<file path="config.mk">
export PLATFORM = sky130hd
export DESIGN_NAME = blit_mask_source_pattern_ctrl
export DESIGN_NICKNAME = d
export VERILOG_FILES = /design/src/logic/blit_pkg.sv /design/src/logic/rop_if.sv /design/src/logic/rop_unit.sv /design/src/logic/pattern_fetch.sv /design/src/logic/blit_mask_source_pattern_ctrl.sv
export SDC_FILE = /design/constraint.sdc
export NUM_CORES = 1
export LEC_CHECK = 0
export BUFFER_PORTS_ARGS = -buffer_cell sky130_fd_sc_hd__buf_2
export CAP_MARGIN = 10
export CORE_MARGIN = 2
export CORE_UTILIZATION = 40
export CTS_CLUSTER_DIAMETER = 50
export CTS_CLUSTER_SIZE = 40
export DETAILED_ROUTE_END_ITERATION = 10
export PLACE_DENSITY_LB_ADDON = 0.2
export SYNTH_ARGS = -nofsm -noshare
export SYNTH_HDL_FRONTEND = slang
export SYNTH_SLANG_ARGS = --single-unit
export TNS_END_PERCENT = 1
</file>
<file path="constraint.sdc">
create_clock -name clock -period 3.3 [get_ports clock]
set_input_delay 0.33 -clock clock [delete_from_list [all_inputs] [get_ports clock]]
set_output_delay 0.33 -clock clock [all_outputs]
set_load 0.05 [all_outputs]
</file>
<file path="src/logic/blit_pkg.sv">
package blit_pkg;

	// Register offsets in the engine's memory space.
	localparam int          ADDR_W         = 23;
	localparam logic [22:0] CTRL_OFFSET    = 23'h40_0010;
	localparam logic [22:0] PATBASE_OFFSET = 23'h40_0014;

	// Field positions in the control register.
	localparam int ROP_LSB     = 0;
	localparam int ROP_W       = 8;
	localparam int CORNER_LSB  = 8;
	localparam int SRCSEL_BIT  = 10;
	localparam int SRCDEP_BIT  = 12;
	localparam int SRCMASK_BIT = 13;
	localparam int CMP_LSB     = 14;
	localparam int PATMASK_BIT = 17;
	localparam int PATDEP_BIT  = 18;
	localparam int BUSY_BIT    = 31;

	// Bits of the three-bit colour compare code.
	localparam int CMP_EN_BIT   = 0;
	localparam int CMP_DEST_BIT = 1;
	localparam int CMP_EQ_BIT   = 2;

	// Storable bits; bit 11, bits 30-26 and the status bit are not stored.
	localparam logic [31:0] CTRL_STORE_MASK = 32'h03ff_f7ff;
	localparam logic [31:0] PAT_ADDR_MASK   = 32'h007f_fff8;
	localparam logic [31:0] CTRL_RESET      = 32'h0000_0000;
	localparam logic [31:0] PAT_RESET       = 32'h0000_0000;

	// Pattern geometry per pixel depth.
	localparam logic [2:0] PAT_LAST_ROW   = 3'h7;
	localparam logic [4:0] ROW_BYTES_MONO = 5'h01;
	localparam logic [4:0] ROW_BYTES_8    = 5'h08;
	localparam logic [4:0] ROW_BYTES_16   = 5'h10;
	localparam logic [4:0] ROW_BYTES_24   = 5'h18;
	localparam logic [5:0] STRIDE_24      = 6'h20;

	// Colour bits compared at each engine depth.
	localparam logic [23:0] DEPTH_MASK_8  = 24'h00_00ff;
	localparam logic [23:0] DEPTH_MASK_16 = 24'h00_ffff;
	localparam logic [23:0] DEPTH_MASK_24 = 24'hff_ffff;

	typedef enum logic [1:0] {DEPTH8, DEPTH16, DEPTH24, DEPTH_RSVD} depth_t;
	typedef enum logic [1:0] {UPPER_LEFT, UPPER_RIGHT, LOWER_LEFT, LOWER_RIGHT} corner_t;

endpackage

</file>
<file path="src/logic/rop_if.sv">
interface rop_if;
	logic [23:0] pattern;
	logic [23:0] source;
	logic [23:0] dest;
	logic [7:0]  code;
	logic [23:0] result;

	modport user (output pattern, output source, output dest, output code, input result);
	modport unit (input pattern, input source, input dest, input code, output result);
endinterface

</file>
<file path="src/logic/rop_unit.sv">
module rop_unit (
	rop_if.unit px
);
	// Each result bit indexes the code with its pattern, source and destination bits, P as the top index bit.
	for (genvar i = 0; i < 24; i++) begin : g_bit
		assign px.result[i] = px.code[{px.pattern[i], px.source[i], px.dest[i]}];
	end
endmodule

</file>
<file path="src/logic/pattern_fetch.sv">
module pattern_fetch (
	input  wire logic                clock,
	input  wire logic                reset,
	input  wire logic                start,
	input  wire logic [22:0]         base,
	input  wire logic                mono,
	input  wire blit_pkg::depth_t    depth,
	input  wire logic                ready,
	output logic                     valid,
	output logic [22:0]              addr,
	output logic                     busy
);
	typedef enum logic {IDLE, RUN} fstate_t;

	fstate_t     state_q, state_d;
	logic [2:0]  row_q, row_d;
	logic [4:0]  byte_q, byte_d;
	logic [22:0] rowBase_q, rowBase_d;
	logic [22:0] addr_q, addr_d;
	logic [4:0]  rowBytes;
	logic [22:0] stride;

	// A 24-bit row spans 32 bytes but only its first 24 are read.
	always_comb begin
		rowBytes = blit_pkg::ROW_BYTES_8;
		stride   = 23'(blit_pkg::ROW_BYTES_8);
		if (mono) begin
			rowBytes = blit_pkg::ROW_BYTES_MONO;
			stride   = 23'(blit_pkg::ROW_BYTES_MONO);
		end else if (depth == blit_pkg::DEPTH16) begin
			rowBytes = blit_pkg::ROW_BYTES_16;
			stride   = 23'(blit_pkg::ROW_BYTES_16);
		end else if (depth == blit_pkg::DEPTH24) begin
			rowBytes = blit_pkg::ROW_BYTES_24;
			stride   = 23'(blit_pkg::STRIDE_24);
		end
	end

	// Walks eight rows of the 8x8 pattern, one byte address per accepted beat.
	always_comb begin
		state_d   = state_q;
		row_d     = row_q;
		byte_d    = byte_q;
		rowBase_d = rowBase_q;
		addr_d    = addr_q;
		case (state_q)
			IDLE: begin
				if (start) begin
					state_d   = RUN;
					row_d     = 3'h0;
					byte_d    = 5'h00;
					rowBase_d = base;
					addr_d    = base;
				end
			end
			RUN: begin
				if (ready) begin
					if (byte_q == rowBytes - 5'h01) begin
						if (row_q == blit_pkg::PAT_LAST_ROW) begin
							state_d = IDLE;
						end else begin
							row_d     = row_q + 3'h1;
							byte_d    = 5'h00;
							rowBase_d = rowBase_q + stride;
							addr_d    = rowBase_q + stride;
						end
					end else begin
						byte_d = byte_q + 5'h01;
						addr_d = addr_q + 23'h1;
					end
				end
			end
			default: state_d = IDLE;
		endcase
	end

	always_ff @(posedge clock) begin
		if (reset) begin
			state_q   <= IDLE;
			row_q     <= 3'h0;
			byte_q    <= 5'h00;
			rowBase_q <= 23'h0;
			addr_q    <= 23'h0;
		end else begin
			state_q   <= state_d;
			row_q     <= row_d;
			byte_q    <= byte_d;
			rowBase_q <= rowBase_d;
			addr_q    <= addr_d;
		end
	end

	assign valid = (state_q == RUN);
	assign busy  = (state_q == RUN);
	assign addr  = addr_q;
endmodule

</file>
<file path="src/logic/blit_mask_source_pattern_ctrl.sv">
// Operation
// Monochrome pattern masking enabled: pixels with pattern bit 0 are not written.
// Pattern masking acts only while the pattern is marked monochrome.
// Compare code with low bit 0 disables colour-compare masking.
// Code 001: write when background differs from raster-op result.
// Code 011: write when background differs from existing destination colour.
// Code 101: write when background equals raster-op result.
// Code 111: write when background equals existing destination colour.
// Monochrome source masking enabled: pixels with source bit 0 are not written.
// Source depth bit: 0 colour at engine depth, 1 monochrome.
// Software picks monochrome source only with low corner bit clear.
// Control bit 11 always reads zero.
// Source select 0 fetches source from frame buffer at source address.
// Source select 1 takes source from host writes to the data port.
// Corner field chooses start corner; upper left after reset.
// Software points operand addresses at the starting-corner pixel.
// Eight-bit code selects one of 256 bitwise raster operations.
// Pattern base holds offset bits 22-3; other bits read zero.
// Every pattern is an 8x8 pixel array sized by pixel depth.
// Software aligns monochrome patterns to quadword boundaries.
// Software aligns colour patterns to 64, 128 or 256 bytes.
// Software keeps colour pattern depth equal to engine depth.
// 24-bit rows span 32 bytes; only first 24 are read.
// Pattern depth bit 1 marks monochrome pattern, 0 colour.
// Status bit reads engine busy; writes to it are ignored.
// With several masks enabled, write only if all allow it.
module blit_mask_source_pattern_ctrl (
	input  wire logic             clock,
	input  wire logic             reset,
	input  wire logic [22:0]      regAddr,
	input  wire logic             regWrite,
	input  wire logic             regRead,
	input  wire logic [3:0]       regByteEn,
	input  wire logic [31:0]      regWriteData,
	output logic [31:0]           regReadData,
	output logic                  regReadValid,
	input  wire logic             engineBusy,
	input  wire blit_pkg::depth_t engineDepth,
	input  wire logic [23:0]      srcExpBackground,
	input  wire logic             dataPortWrite,
	input  wire logic [31:0]      dataPortData,
	output logic                  dataPortReady,
	input  wire logic             fbSrcValid,
	input  wire logic [31:0]      fbSrcData,
	output logic                  fbSrcReady,
	output logic                  srcOutValid,
	output logic [31:0]           srcOutData,
	input  wire logic             srcOutReady,
	input  wire logic             pixInValid,
	output logic                  pixInReady,
	input  wire logic             patBit,
	input  wire logic             srcBit,
	input  wire logic [23:0]      patColour,
	input  wire logic [23:0]      srcColour,
	input  wire logic [23:0]      dstColour,
	output logic                  pixOutValid,
	output logic [23:0]           pixOutColour,
	output logic                  pixOutWrite,
	input  wire logic             pixOutReady,
	output logic                  sourceFromHost,
	output logic                  sourceMono,
	output logic                  patternMono,
	output blit_pkg::corner_t     startCorner,
	output logic                  startRight,
	output logic                  startBottom,
	input  wire logic             patFetchStart,
	input  wire logic             patFetchReady,
	output logic                  patFetchValid,
	output logic [22:0]           patFetchAddr
);
	logic [31:0] ctrl_q, ctrl_d;
	logic [31:0] patBase_q, patBase_d;
	logic [31:0] rdata_q, rdata_d;
	logic        rvalid_q, rvalid_d;
	logic [31:0] laneMask;
	logic        fetchBusy;
	logic        ctrlHit;
	logic        patHit;

	logic [7:0]  ropCode;
	logic [2:0]  cmpCode;
	logic        patMaskEn;
	logic        srcMaskEn;

	// Field views of the control register.
	assign ropCode        = ctrl_q[blit_pkg::ROP_LSB +: blit_pkg::ROP_W];
	assign startCorner    = blit_pkg::corner_t'(ctrl_q[blit_pkg::CORNER_LSB +: 2]);
	assign sourceFromHost = ctrl_q[blit_pkg::SRCSEL_BIT];
	assign sourceMono     = ctrl_q[blit_pkg::SRCDEP_BIT];
	assign srcMaskEn      = ctrl_q[blit_pkg::SRCMASK_BIT];
	assign cmpCode        = ctrl_q[blit_pkg::CMP_LSB +: 3];
	assign patMaskEn      = ctrl_q[blit_pkg::PATMASK_BIT];
	assign patternMono    = ctrl_q[blit_pkg::PATDEP_BIT];

	// Right and bottom starts make the engine walk columns and rows backwards.
	assign startRight  = (startCorner == blit_pkg::UPPER_RIGHT) || (startCorner == blit_pkg::LOWER_RIGHT);
	assign startBottom = (startCorner == blit_pkg::LOWER_LEFT) || (startCorner == blit_pkg::LOWER_RIGHT);

	// Byte enables widen into a bit mask so word writes touch only their half.
	for (genvar b = 0; b < 4; b++) begin : g_lane
		assign laneMask[8*b +: 8] = {8{regByteEn[b]}};
	end

	assign ctrlHit = (regAddr == blit_pkg::CTRL_OFFSET);
	assign patHit  = (regAddr == blit_pkg::PATBASE_OFFSET);

	// Register writes and registered read answers.
	always_comb begin
		ctrl_d    = ctrl_q;
		patBase_d = patBase_q;
		rdata_d   = rdata_q;
		rvalid_d  = regRead;
		if (regWrite && ctrlHit) begin
			// The status bit and bit 11 are not stored, so writes to them vanish.
			ctrl_d = (ctrl_q & ~(laneMask & blit_pkg::CTRL_STORE_MASK))
				| (regWriteData & laneMask & blit_pkg::CTRL_STORE_MASK);
		end else if (regWrite && patHit) begin
			patBase_d = (patBase_q & ~(laneMask & blit_pkg::PAT_ADDR_MASK))
				| (regWriteData & laneMask & blit_pkg::PAT_ADDR_MASK);
		end
		if (regRead) begin
			if (ctrlHit) begin
				rdata_d = ctrl_q & blit_pkg::CTRL_STORE_MASK;
				rdata_d[blit_pkg::BUSY_BIT] = engineBusy || fetchBusy;
			end else if (patHit) begin
				rdata_d = patBase_q & blit_pkg::PAT_ADDR_MASK;
			end else begin
				rdata_d = 32'h0000_0000;
			end
		end
	end

	always_ff @(posedge clock) begin
		if (reset) begin
			ctrl_q    <= blit_pkg::CTRL_RESET;
			patBase_q <= blit_pkg::PAT_RESET;
			rdata_q   <= 32'h0000_0000;
			rvalid_q  <= 1'b0;
		end else begin
			ctrl_q    <= ctrl_d;
			patBase_q <= patBase_d;
			rdata_q   <= rdata_d;
			rvalid_q  <= rvalid_d;
		end
	end

	assign regReadData  = rdata_q;
	assign regReadValid = rvalid_q;

	// Pattern byte fetch; geometry follows the pattern and engine depths.
	pattern_fetch u_fetch (
		.clock (clock),
		.reset (reset),
		.start (patFetchStart),
		.base  (patBase_q[22:0]),
		.mono  (patternMono),
		.depth (engineDepth),
		.ready (patFetchReady),
		.valid (patFetchValid),
		.addr  (patFetchAddr),
		.busy  (fetchBusy)
	);

	// Source stream: one register stage fed either by memory or by the host.
	logic [31:0] srcData_q, srcData_d;
	logic        srcValid_q, srcValid_d;
	logic        srcTake;
	logic        srcInValid;
	logic [31:0] srcInData;

	assign srcTake       = !srcValid_q || srcOutReady;
	assign dataPortReady = sourceFromHost && srcTake;
	assign fbSrcReady    = !sourceFromHost && srcTake;

	// A host write while memory is selected is refused by a low ready and dropped.
	always_comb begin
		if (sourceFromHost) begin
			srcInValid = dataPortWrite;
			srcInData  = dataPortData;
		end else begin
			srcInValid = fbSrcValid;
			srcInData  = fbSrcData;
		end
	end

	always_comb begin
		srcData_d  = srcData_q;
		srcValid_d = srcValid_q;
		if (srcTake) begin
			srcValid_d = srcInValid;
			if (srcInValid) begin
				srcData_d = srcInData;
			end
		end
	end

	always_ff @(posedge clock) begin
		if (reset) begin
			srcData_q  <= 32'h0000_0000;
			srcValid_q <= 1'b0;
		end else begin
			srcData_q  <= srcData_d;
			srcValid_q <= srcValid_d;
		end
	end

	assign srcOutValid = srcValid_q;
	assign srcOutData  = srcData_q;

	// Raster operation on the three operands.
	rop_if ropBus ();

	assign ropBus.pattern = patColour;
	assign ropBus.source  = srcColour;
	assign ropBus.dest    = dstColour;
	assign ropBus.code    = ropCode;

	rop_unit u_rop (
		.px (ropBus.unit)
	);

	// Write masking decisions.
	logic [23:0] depthMask;
	logic [23:0] cmpColour;
	logic        colourSame;
	logic        patAllow;
	logic        srcAllow;
	logic        cmpAllow;

	// Only the bytes of one pixel at the engine depth take part in a compare.
	always_comb begin
		case (engineDepth)
			blit_pkg::DEPTH16: depthMask = blit_pkg::DEPTH_MASK_16;
			blit_pkg::DEPTH24: depthMask = blit_pkg::DEPTH_MASK_24;
			default:           depthMask = blit_pkg::DEPTH_MASK_8;
		endcase
	end

	always_comb begin
		patAllow = !(patMaskEn && patternMono) || patBit;
		srcAllow = !(srcMaskEn && sourceMono) || srcBit;
		if (cmpCode[blit_pkg::CMP_DEST_BIT]) begin
			cmpColour = dstColour;
		end else begin
			cmpColour = ropBus.result;
		end
		colourSame = ((srcExpBackground ^ cmpColour) & depthMask) == 24'h00_0000;
		if (!cmpCode[blit_pkg::CMP_EN_BIT]) begin
			cmpAllow = 1'b1;
		end else if (cmpCode[blit_pkg::CMP_EQ_BIT]) begin
			cmpAllow = colourSame;
		end else begin
			cmpAllow = !colourSame;
		end
	end

	// Pixel output stage; a masked pixel still passes with its write strobe low.
	logic [23:0] pixColour_q, pixColour_d;
	logic        pixWrite_q, pixWrite_d;
	logic        pixValid_q, pixValid_d;

	assign pixInReady = !pixValid_q || pixOutReady;

	always_comb begin
		pixColour_d = pixColour_q;
		pixWrite_d  = pixWrite_q;
		pixValid_d  = pixValid_q;
		if (pixInReady) begin
			pixValid_d = pixInValid;
			if (pixInValid) begin
				pixColour_d = ropBus.result;
				pixWrite_d  = patAllow && srcAllow && cmpAllow;
			end
		end
	end

	always_ff @(posedge clock) begin
		if (reset) begin
			pixColour_q <= 24'h00_0000;
			pixWrite_q  <= 1'b0;
			pixValid_q  <= 1'b0;
		end else begin
			pixColour_q <= pixColour_d;
			pixWrite_q  <= pixWrite_d;
			pixValid_q  <= pixValid_d;
		end
	end

	assign pixOutValid  = pixValid_q;
	assign pixOutColour = pixColour_q;
	assign pixOutWrite  = pixWrite_q;
endmodule

</file>
== Word-level counts from Yosys, hierarchy flattened ==
Cells that the tools add are included.
Storage, ports and cells
  register bits: 211
  input port bits: 235
  output and inout port bits: 126
  word-level logic and storage cells: 180
Cells by class
  $add $sub $neg: 5
  $lt $le $gt $ge: 24
  equality and inequality tests: 14
  muxes and demuxes: 85
  bitwise gates (word level): 11
  reductions and logical operators: 27
Operators with widths (number)
  $mux W23: 9
  $lt A3 B4 Y1 const B: 24
  $pmux W23 S2: 2
  $bmux W1 S3: 24
  $and A32 B32 Y32: 2
  $mux W32: 2
  $pmux W24 S2: 1
  $eq A23 B23 Y1 const B: 2
  $mux W5: 7
  $not A23 Y32: 1
  $not A26 Y32: 1
  $or A32 B23 Y32: 1
  $or A32 B26 Y32: 1
  $mux W1: 31
  $and A26 B26 Y26: 1
  $and A24 B24 Y24: 1
  $logic_not A24 Y1: 1
  $mux W24: 1
  $xor A24 B24 Y24: 1
  $add A23 B1 Y23 const B: 1
  $add A23 B23 Y23: 1
  $mux W3: 4
  $pmux W5 S2: 1
  $logic_and A1 B1 Y1: 8
  other kinds (18): 38

== Depth between registers and ports, before layout ==
Gate-level depths: netlist of the first run.
  depth in word-level cells: 10
  gate-level depth with buffers: 13
  mapped depth without buffers: 12

== Cells and area by module ==
From an unflattened synthesis of the first run, not the netlist that was laid out.
Unflattened totals
  cells, all modules: 1227
  area total of the unflattened synthesis: 11093.1 um^2
Modules (own cells, without submodules)
  blit_mask_source_pattern_ctrl: instances 1, cells each 631, area each 5783.0 um^2, sequential area each 2642.5 um^2
  pattern_fetch: instances 1, cells each 508, area each 3777.4 um^2, sequential area each 1101.1 um^2
  rop_unit: instances 1, cells each 88, area each 1532.7 um^2, sequential area each 0.0 um^2

== Worst setup path after synthesis of the first run ==
OpenSTA, ideal clock, no wires.
  path kind: register to register
  start point: reg with a tool-made name
  end point: reg u_fetch.addr_q[21], in the netlist u_fetch.addr[21]
  library setup time: 59 ps
  data arrival time: 2717 ps
  required time: 3241 ps
  setup slack: 524 ps
  stages on the path, launching flop included: 11
  path buffers: 1
  clock period less this slack: 2776 ps
  cell sequence: dfxtp_1 buf_2 nor2b_1 ha_1 a41o_1 a21oi_1 o21bai_2 nand4_1 or3_1 a31oi_1 o221a_2
RTL lines
  end signal: assignment: RTL line pattern_fetch.sv:89  | addr_q <= addr_d;
  end: declaration: RTL line pattern_fetch.sv:19  | logic [22:0] addr_q, addr_d;

==> results by group, run 1 <==
Run status
  – Outcome: completed

Clocking
  – Worst skew pair latency: 440 ps
  – CTS buffer count: 17
  – H-tree Lvls: 4
  – Clk buf depth: 2
  – Clock-pin slew of the registers on the worst-case setup and hold paths: 80 ps
  – Post-CTS Hold Buffers: 0
  – Sink Count: 187
  – CTS tree: done
  – # Post-CTS Setup Buffers: 0
  – Cts repair resizes: 0
  – Clk root buf: clkbuf_16

STA
  – Slew @ Worst Pin: 809 ps
  – Fin Clk Skew: 12.3 ps
  – Fin crit share: 85.6%
  – Worst slew margin: 46.1%
  – Max Slew Vio Count: 0
  – Fin crit period: 2820 ps
  – Final Hold Vio Count: 0
  – Setup TNS: 0 ps
  – Final setup violating endpoints: 0
  – Fmax: 0.354 GHz
  – Hold Slack: 126 ps
  – RSZ-0062 raised after global routing: false

Die
  – Die width: 171 um
  – Initial core utilization: 40.4%
  – Die height: 171 um
  – DIE AREA: 29400 sq um
  – Row count: 61
  – Num ports: 361
  – Core area: 27700 sq um

Min path
  – HP Class: primary input to flip-flop

Global route
  – GR Overflow Total: 0
  – All-Layer GR Usage: 23.4%
  – Vias in the first global route: 9841
  – Initial antenna violation count: 7
  – Global-route wire length before repair: 53.7 mm
  – Met3 global-route usage: 6.05%
  – GR Util met1: 31.1%
  – Global-route layer with the greatest usage: met2
  – GRT met2 Usage: 38.0%
  – Largest net degree at the start of global routing: 88

Logic synthesis
  – Ys flop type: dfxtp_1
  – Seq/Total Area, Yosys: 33.4%
  – Post-synth EDFFs: 0
  – Synthesis Warnings: 0
  – #FFs+latches synth: 187
  – FFs w/ async S/R, synth: 0%
  – Post-synth cell types: 64
  – Mean Syn Cell Area: 9.19 sq um
  – Mapped Cells: 1218
  – Mapped cell area: 11200 sq um

Finish
  – Fin area: 13800 sq um
  – P&R area growth vs syn: 23.3%
  – Share of cells above drive strength 1: 29.3%
  – Final Core Density: 49.8%
  – # fillers: 2676
  – NumNets Final: 1763

Pwr
  – VDD IR-drop max: 0.308 mV
  – PnR Total Power: 5490 uW
  – Leakage Power: 0.00585 uW
  – PwrDens: 398 nW/um^2

Critical path
  – Reg-to-reg setup timing slack: 480 ps
  – Worst R2R End: u_fetch.addr[20]
  – CP endpoint: u_fetch.addr[20]
  – CP Max Fanout: 10
  – Data required time of the critical path: 3660 ps
  – Worst EP arrival: 3180 ps
  – Reg2Reg Depth: 9
  – Type of the worst setup path: flip-flop to flip-flop
  – Crit path capture type: flip-flop
  – Crit start category: flip-flop

Routing
  – DR WL/cell: 18.2 um
  – Pre-antenna DRT Iters: 5
  – Vias post-DR: 10400
  – Final wirelength: 34.8 mm
  – Drt via density: 5.43
  – 1st-iter DRT viols: 752
  – Post-route DRC: 0
  – Post-route ant nets: 0

Run
  – Maxcap violations: 0

Placed design
  – I/O Buffers: 349
  – DP HPWL: 25.5 mm
  – Cell Area, Placed: 13200 sq um
  – GP Congestion: 0.858
==> cell families (layout without fill, tap and decap cells) <==
group                    count (synthesis)  in the layout  synth area share (%)
AND/OR/NAND/NOR                        396            396                  17.1
AO/OA/AOI/OAI                          266            266                  15.6
flip-flops                             187            187                  33.4
multiplexers                           150            150                  20.6
buffers and inverters                  116            423                  4.84
XOR/XNOR                                90             90                  7.04
adder cells (fa/ha/maj)                 12             12                  1.34
other                                    1             11                0.0335
==> stage by stage <==
stage	cells	setup WS (ps)
3_3_place_gp	1875	374
2_1_floorplan	1222	524
5_1_grt	1909	265
3_5_place_dp	1875	349
6_report	1913	476
4_1_cts	1907	480
==> cells in the mapped netlist, types with 3 or more instances <==
cell type	number	area (sq um)
and4_1	5	43.8
xnor2_1	47	412
xor2_1	43	377
and2_1	5	31.3
o21ai_0	42	210
nand3_1	53	265
or3_1	7	43.8
o211ai_1	14	105
a31oi_1	10	62.6
a311oi_1	16	140
mux4_2	6	135
o311a_1	3	30.0
buf_6	6	67.6
mux4_1	42	1100
a21o_1	8	60.1
buf_1	6	22.5
clkbuf_1	70	263
dfxtp_1	187	3740
nor2b_1	16	100
buf_2	14	70.1
ha_1	12	150
a21oi_1	83	415
nor4_1	9	56.3
a211oi_1	61	458
mux2_2	19	214
nor2_1	128	480
nor4b_1	3	26.3
inv_1	8	30.0
o31ai_1	4	30.0
buf_4	9	67.6
o21a_1	4	30.0
mux2i_1	81	811
nor3_1	23	115
nand2_1	77	289
nand4_1	16	100
and3_1	15	93.8
nand2b_1	31	194
==> per-layer routing <==
layer  share of wire [%]  vias up
met3                 7.6       40
met4                 1.3        8
met1                  45     4860
met2                  46      380
li1                    -     5093
met5                0.15        -
==> how the worst min path moves through the flow <==
stage,cells after the start,slack [ps],start,end
finish,3,130,regWriteData[23],flip-flop
global route,3,130,regWriteData[3],flip-flop
CTS,3,110,regWriteData[2],flip-flop
detailed placement,2,450,u_fetch.rowBase_q[0],u_fetch.rowBase_q[0]
global placement,2,440,u_fetch.rowBase_q[0],u_fetch.rowBase_q[0]
floorplan,2,440,u_fetch.rowBase_q[0],u_fetch.rowBase_q[0]
==> cell type report <==
class / count / area (sq um) / area share, %
clock buffer: 20 / 437 / 3.16
antenna: 6 / 15.0 / 0.109
tap: 378 / 473 / 3.43
multi-input combinational: 919 / 6950 / 50.3
clock inverter: 12 / 145 / 1.05
inverter: 10 / 37.5 / 0.272
timing repair buffer: 381 / 2010 / 14.5
sequential: 187 / 3750 / 27.1
==> report_power, final <==
group	leakage (uW)	internal (uW)	switching, uW
sequential	0.00153	2340	67.7
combinational	0.00405	339	662
clock	0.000282	1080	1000
total	0.00585	3760	1730
==> layout by cell type, fill, tap and decap left out, types with 3 or more instances in the layout <==
cell type  count
buf_2        348
dfxtp_1      185
nor2_1       128
a21oi_1       83
mux2i_1       81
nand2_1       77
a211oi_1      61
nand3_1       53
xnor2_1       47
xor2_1        43
o21ai_0       42
mux4_1        42
nand2b_1      31
buf_4         31
nor3_1        23
mux2_2        19
clkbuf_16     17
nor2b_1       16
nand4_1       16
a311oi_1      16
and3_1        15
o211ai_1      14
ha_1          12
a31oi_1       10
nor4_1         9
inv_1          8
a21o_1         8
or3_1          7
diode_2        6
mux4_2         6
and4_1         5
conb_1         5
inv_8          5
and2_1         4
o21a_1         4
o31ai_1        4
nor4b_1        3
o311a_1        3
inv_6          3
clkbuf_1       3
==> critical path, stage by stage, from the launching register on <==
cell      delay (ps)
dfxtp_1          610
ha_1             290
ha_1             280
a31oi_1          160
o21bai_1         210
a21o_1           390
nand3_1          210
xnor2_1          230
o211ai_1         100
a311oi_1         260
No activity file was read; power rests on OpenSTA's default activity.
==> run 2, diff against run 1 <==
- CORE_ASPECT_RATIO: not set -> 0.5
==> run 2 against run 1 <==
Clock power grew 5%. Combinational power is essentially flat. Global-route usage grew 0.50 points. Core utilization grew 0.38 points. Fmax shrank 1.8%. Register-to-register slack lost 50 ps. Critical path depth shrank 2. Cell count grew 0.16%.
==> results by group, run 2 (synthesized netlist as in run 1, its figures left out) <==
Finish
  – NumNets Final: 1761 (-0.11%)
  – Most common cell after layout, fill and taps aside: buf_2
  – # fillers: 2670 (-0.22%)
  – P&R area growth vs syn: 23.7%
  – Share of cells above drive strength 1: 29.4% (+0.10 points)
  – Most frequent cells in the layout: 348 x buf_2, 185 x dfxtp_1, 128 x nor2_1
  – Fin area: 13900 sq um (+0.37%)

Routing
  – Vias post-DR: 10500 (+1.1%)
  – Post-route DRC: 0 (unchanged)
  – Final wirelength: 36.0 mm (+3.4%)
  – Post-route ant nets: 0 (unchanged)
  – Pre-antenna DRT Iters: 5 (unchanged)
  – Drt via density: 5.48 (+0.99%)
  – 1st-iter DRT viols: 533 (-29%)
  – DR WL/cell: 18.8 um (+3.2%)

Placed design
  – I/O Buffers: 349 (unchanged)
  – Cell Area, Placed: 13200 sq um (+0.11%)
  – GP Congestion: 0.857 (about the same)
  – Dpl ws: 356 ps (+7.73 ps)
  – DP HPWL: 26.5 mm (+3.9%)

STA
  – Hold Slack: 102 ps (-24.2 ps)
  – Max Slew Vio Count: 0 (unchanged)
  – Fmax: 0.348 GHz (-1.8%)
  – Final setup violating endpoints: 0 (unchanged)
  – Fin Clk Skew: 9.10 ps (-3.20 ps)
  – Fin crit share: 87.1% (+1.5 points)
  – Fin crit period: 2870 ps (+50.5 ps)
  – Slew @ Worst Pin: 910 ps (+101 ps)
  – Worst slew margin: 39.2% (-6.8 points)
  – RSZ-0062 raised after global routing: false
  – Setup TNS: 0 ps (unchanged)
  – Final Hold Vio Count: 0 (unchanged)
  – Final WS setup: 426 ps (-50.5 ps)

Run status
  – Outcome: completed

Clocking
  – CTS tree: done
  – Worst skew pair latency: 460 ps (+20 ps)
  – Sink Count: 187 (unchanged)
  – # Post-CTS Setup Buffers: 0 (unchanged)
  – Clock-pin slew of the registers on the worst-case setup and hold paths: 80 ps (about the same)
  – Clk root buf: clkbuf_16
  – CTS buffer count: 17 (unchanged)
  – Cts repair resizes: 0 (unchanged)
  – Post-CTS Hold Buffers: 0 (unchanged)
  – H-tree Lvls: 4 (unchanged)
  – Clk buf depth: 2 (unchanged)

Global route
  – All-Layer GR Usage: 23.9% (+0.50 points)
  – GR Overflow Total: 0 (unchanged)
  – Largest net degree at the start of global routing: 75 (-15%)
  – Global-route wire length before repair: 54.4 mm (+1.3%)
  – Initial antenna violation count: 8 (+1)
  – Vias in the first global route: 10100 (+2.2%)

Die
  – Die width: 241 um (+40%)
  – DIE AREA: 29400 sq um (+0.27%)
  – Initial core utilization: 40.6% (+0.15 points)
  – Row count: 43 (-30%)
  – Core area: 27600 sq um (-0.38%)
  – Die height: 122 um (-29%)
  – Num ports: 361 (unchanged)

Min path
  – Hold Path Origin: regWriteData[0]
  – HP Class: primary input to flip-flop
  – Hold path cells: 3 (unchanged)

Critical path
  – Worst EP arrival: 3210 ps (+30 ps)
  – Reg-to-reg setup timing slack: 430 ps (-50 ps)
  – Type of the worst setup path: flip-flop to flip-flop
  – Reg2Reg Depth: 7 (-2)
  – Crit path capture type: flip-flop
  – CP Max Fanout: 26 (+16)
  – Worst R2R End: pixOutWrite
  – Data required time of the critical path: 3630 ps (-30 ps)
  – Crit start category: flip-flop

Pwr
  – Leakage Power: 0.00587 uW (+0.23%)
  – VDD IR-drop max: 0.399 mV (+30%)
  – PwrDens: 406 nW/um^2 (+2.1%)
  – PnR Total Power: 5620 uW (+2.4%)

Run
  – Maxcap violations: 0 (unchanged)
run 2: worst max-delay path by stage:
| stage | slack [ps] | cells after the start | from | end |
|---|---|---|---|---|
| floorplan | 520 | 10 | flip-flop | u_fetch.addr[21] |
| global route | 230 | 7 | flip-flop | pixOutWrite |
| detailed placement | 360 | 12 | engineDepth[0] | u_fetch.addr[21] |
| CTS | 430 | 7 | flip-flop | pixOutWrite |
| global placement | 360 | 12 | engineDepth[0] | u_fetch.addr[21] |
| finish | 430 | 7 | flip-flop | pixOutWrite |
run 2: layout make-up:
cell class | instances | area (sq um) | area share, %
clock inverters | 15 | 190 | 1.37
flip-flops and latches | 187 | 3750 | 27.0
well taps | 382 | 478 | 3.45
diodes | 7 | 17.5 | 0.126
inverters | 10 | 37.5 | 0.271
repair buffers | 379 | 2020 | 14.5
multi-input cells | 919 | 6950 | 50.1
clock buffers | 17 | 425 | 3.07
run 2: through the flow:
step / utilization (%) / std cells
global route: 50.2 / 1914
finish: 50.2 / 1916
detailed placement: 47.9 / 1877
global placement: 47.9 / 1877
floorplan: - / 1222
CTS: 50.1 / 1909
run 2: critical path, stage by stage (launching register included):
cell and delay [ps]:
dfxtp_1 620, mux4_1 650, mux2i_1 270, xor2_1 180, nand3_1 110, or4_4 520, a2111oi_4 320, a211oi_2 80
run 2: where the power goes:
part	switching [uW]	leakage (uW)	internal [uW]	total, uW
Combinational	684	0.00404	349	1030
Sequential	67.9	0.00153	2340	2410
Clock	977	0.000300	1210	2180
run 2: metal layers:
metal	up-vias	wire length [um]	global-route usage, %
li1	5094	-	-
met1	5013	16200	31.1
met2	341	16600	38.9
met3	48	2410	5.58
met4	4	773	8.54
met5	-	22	0
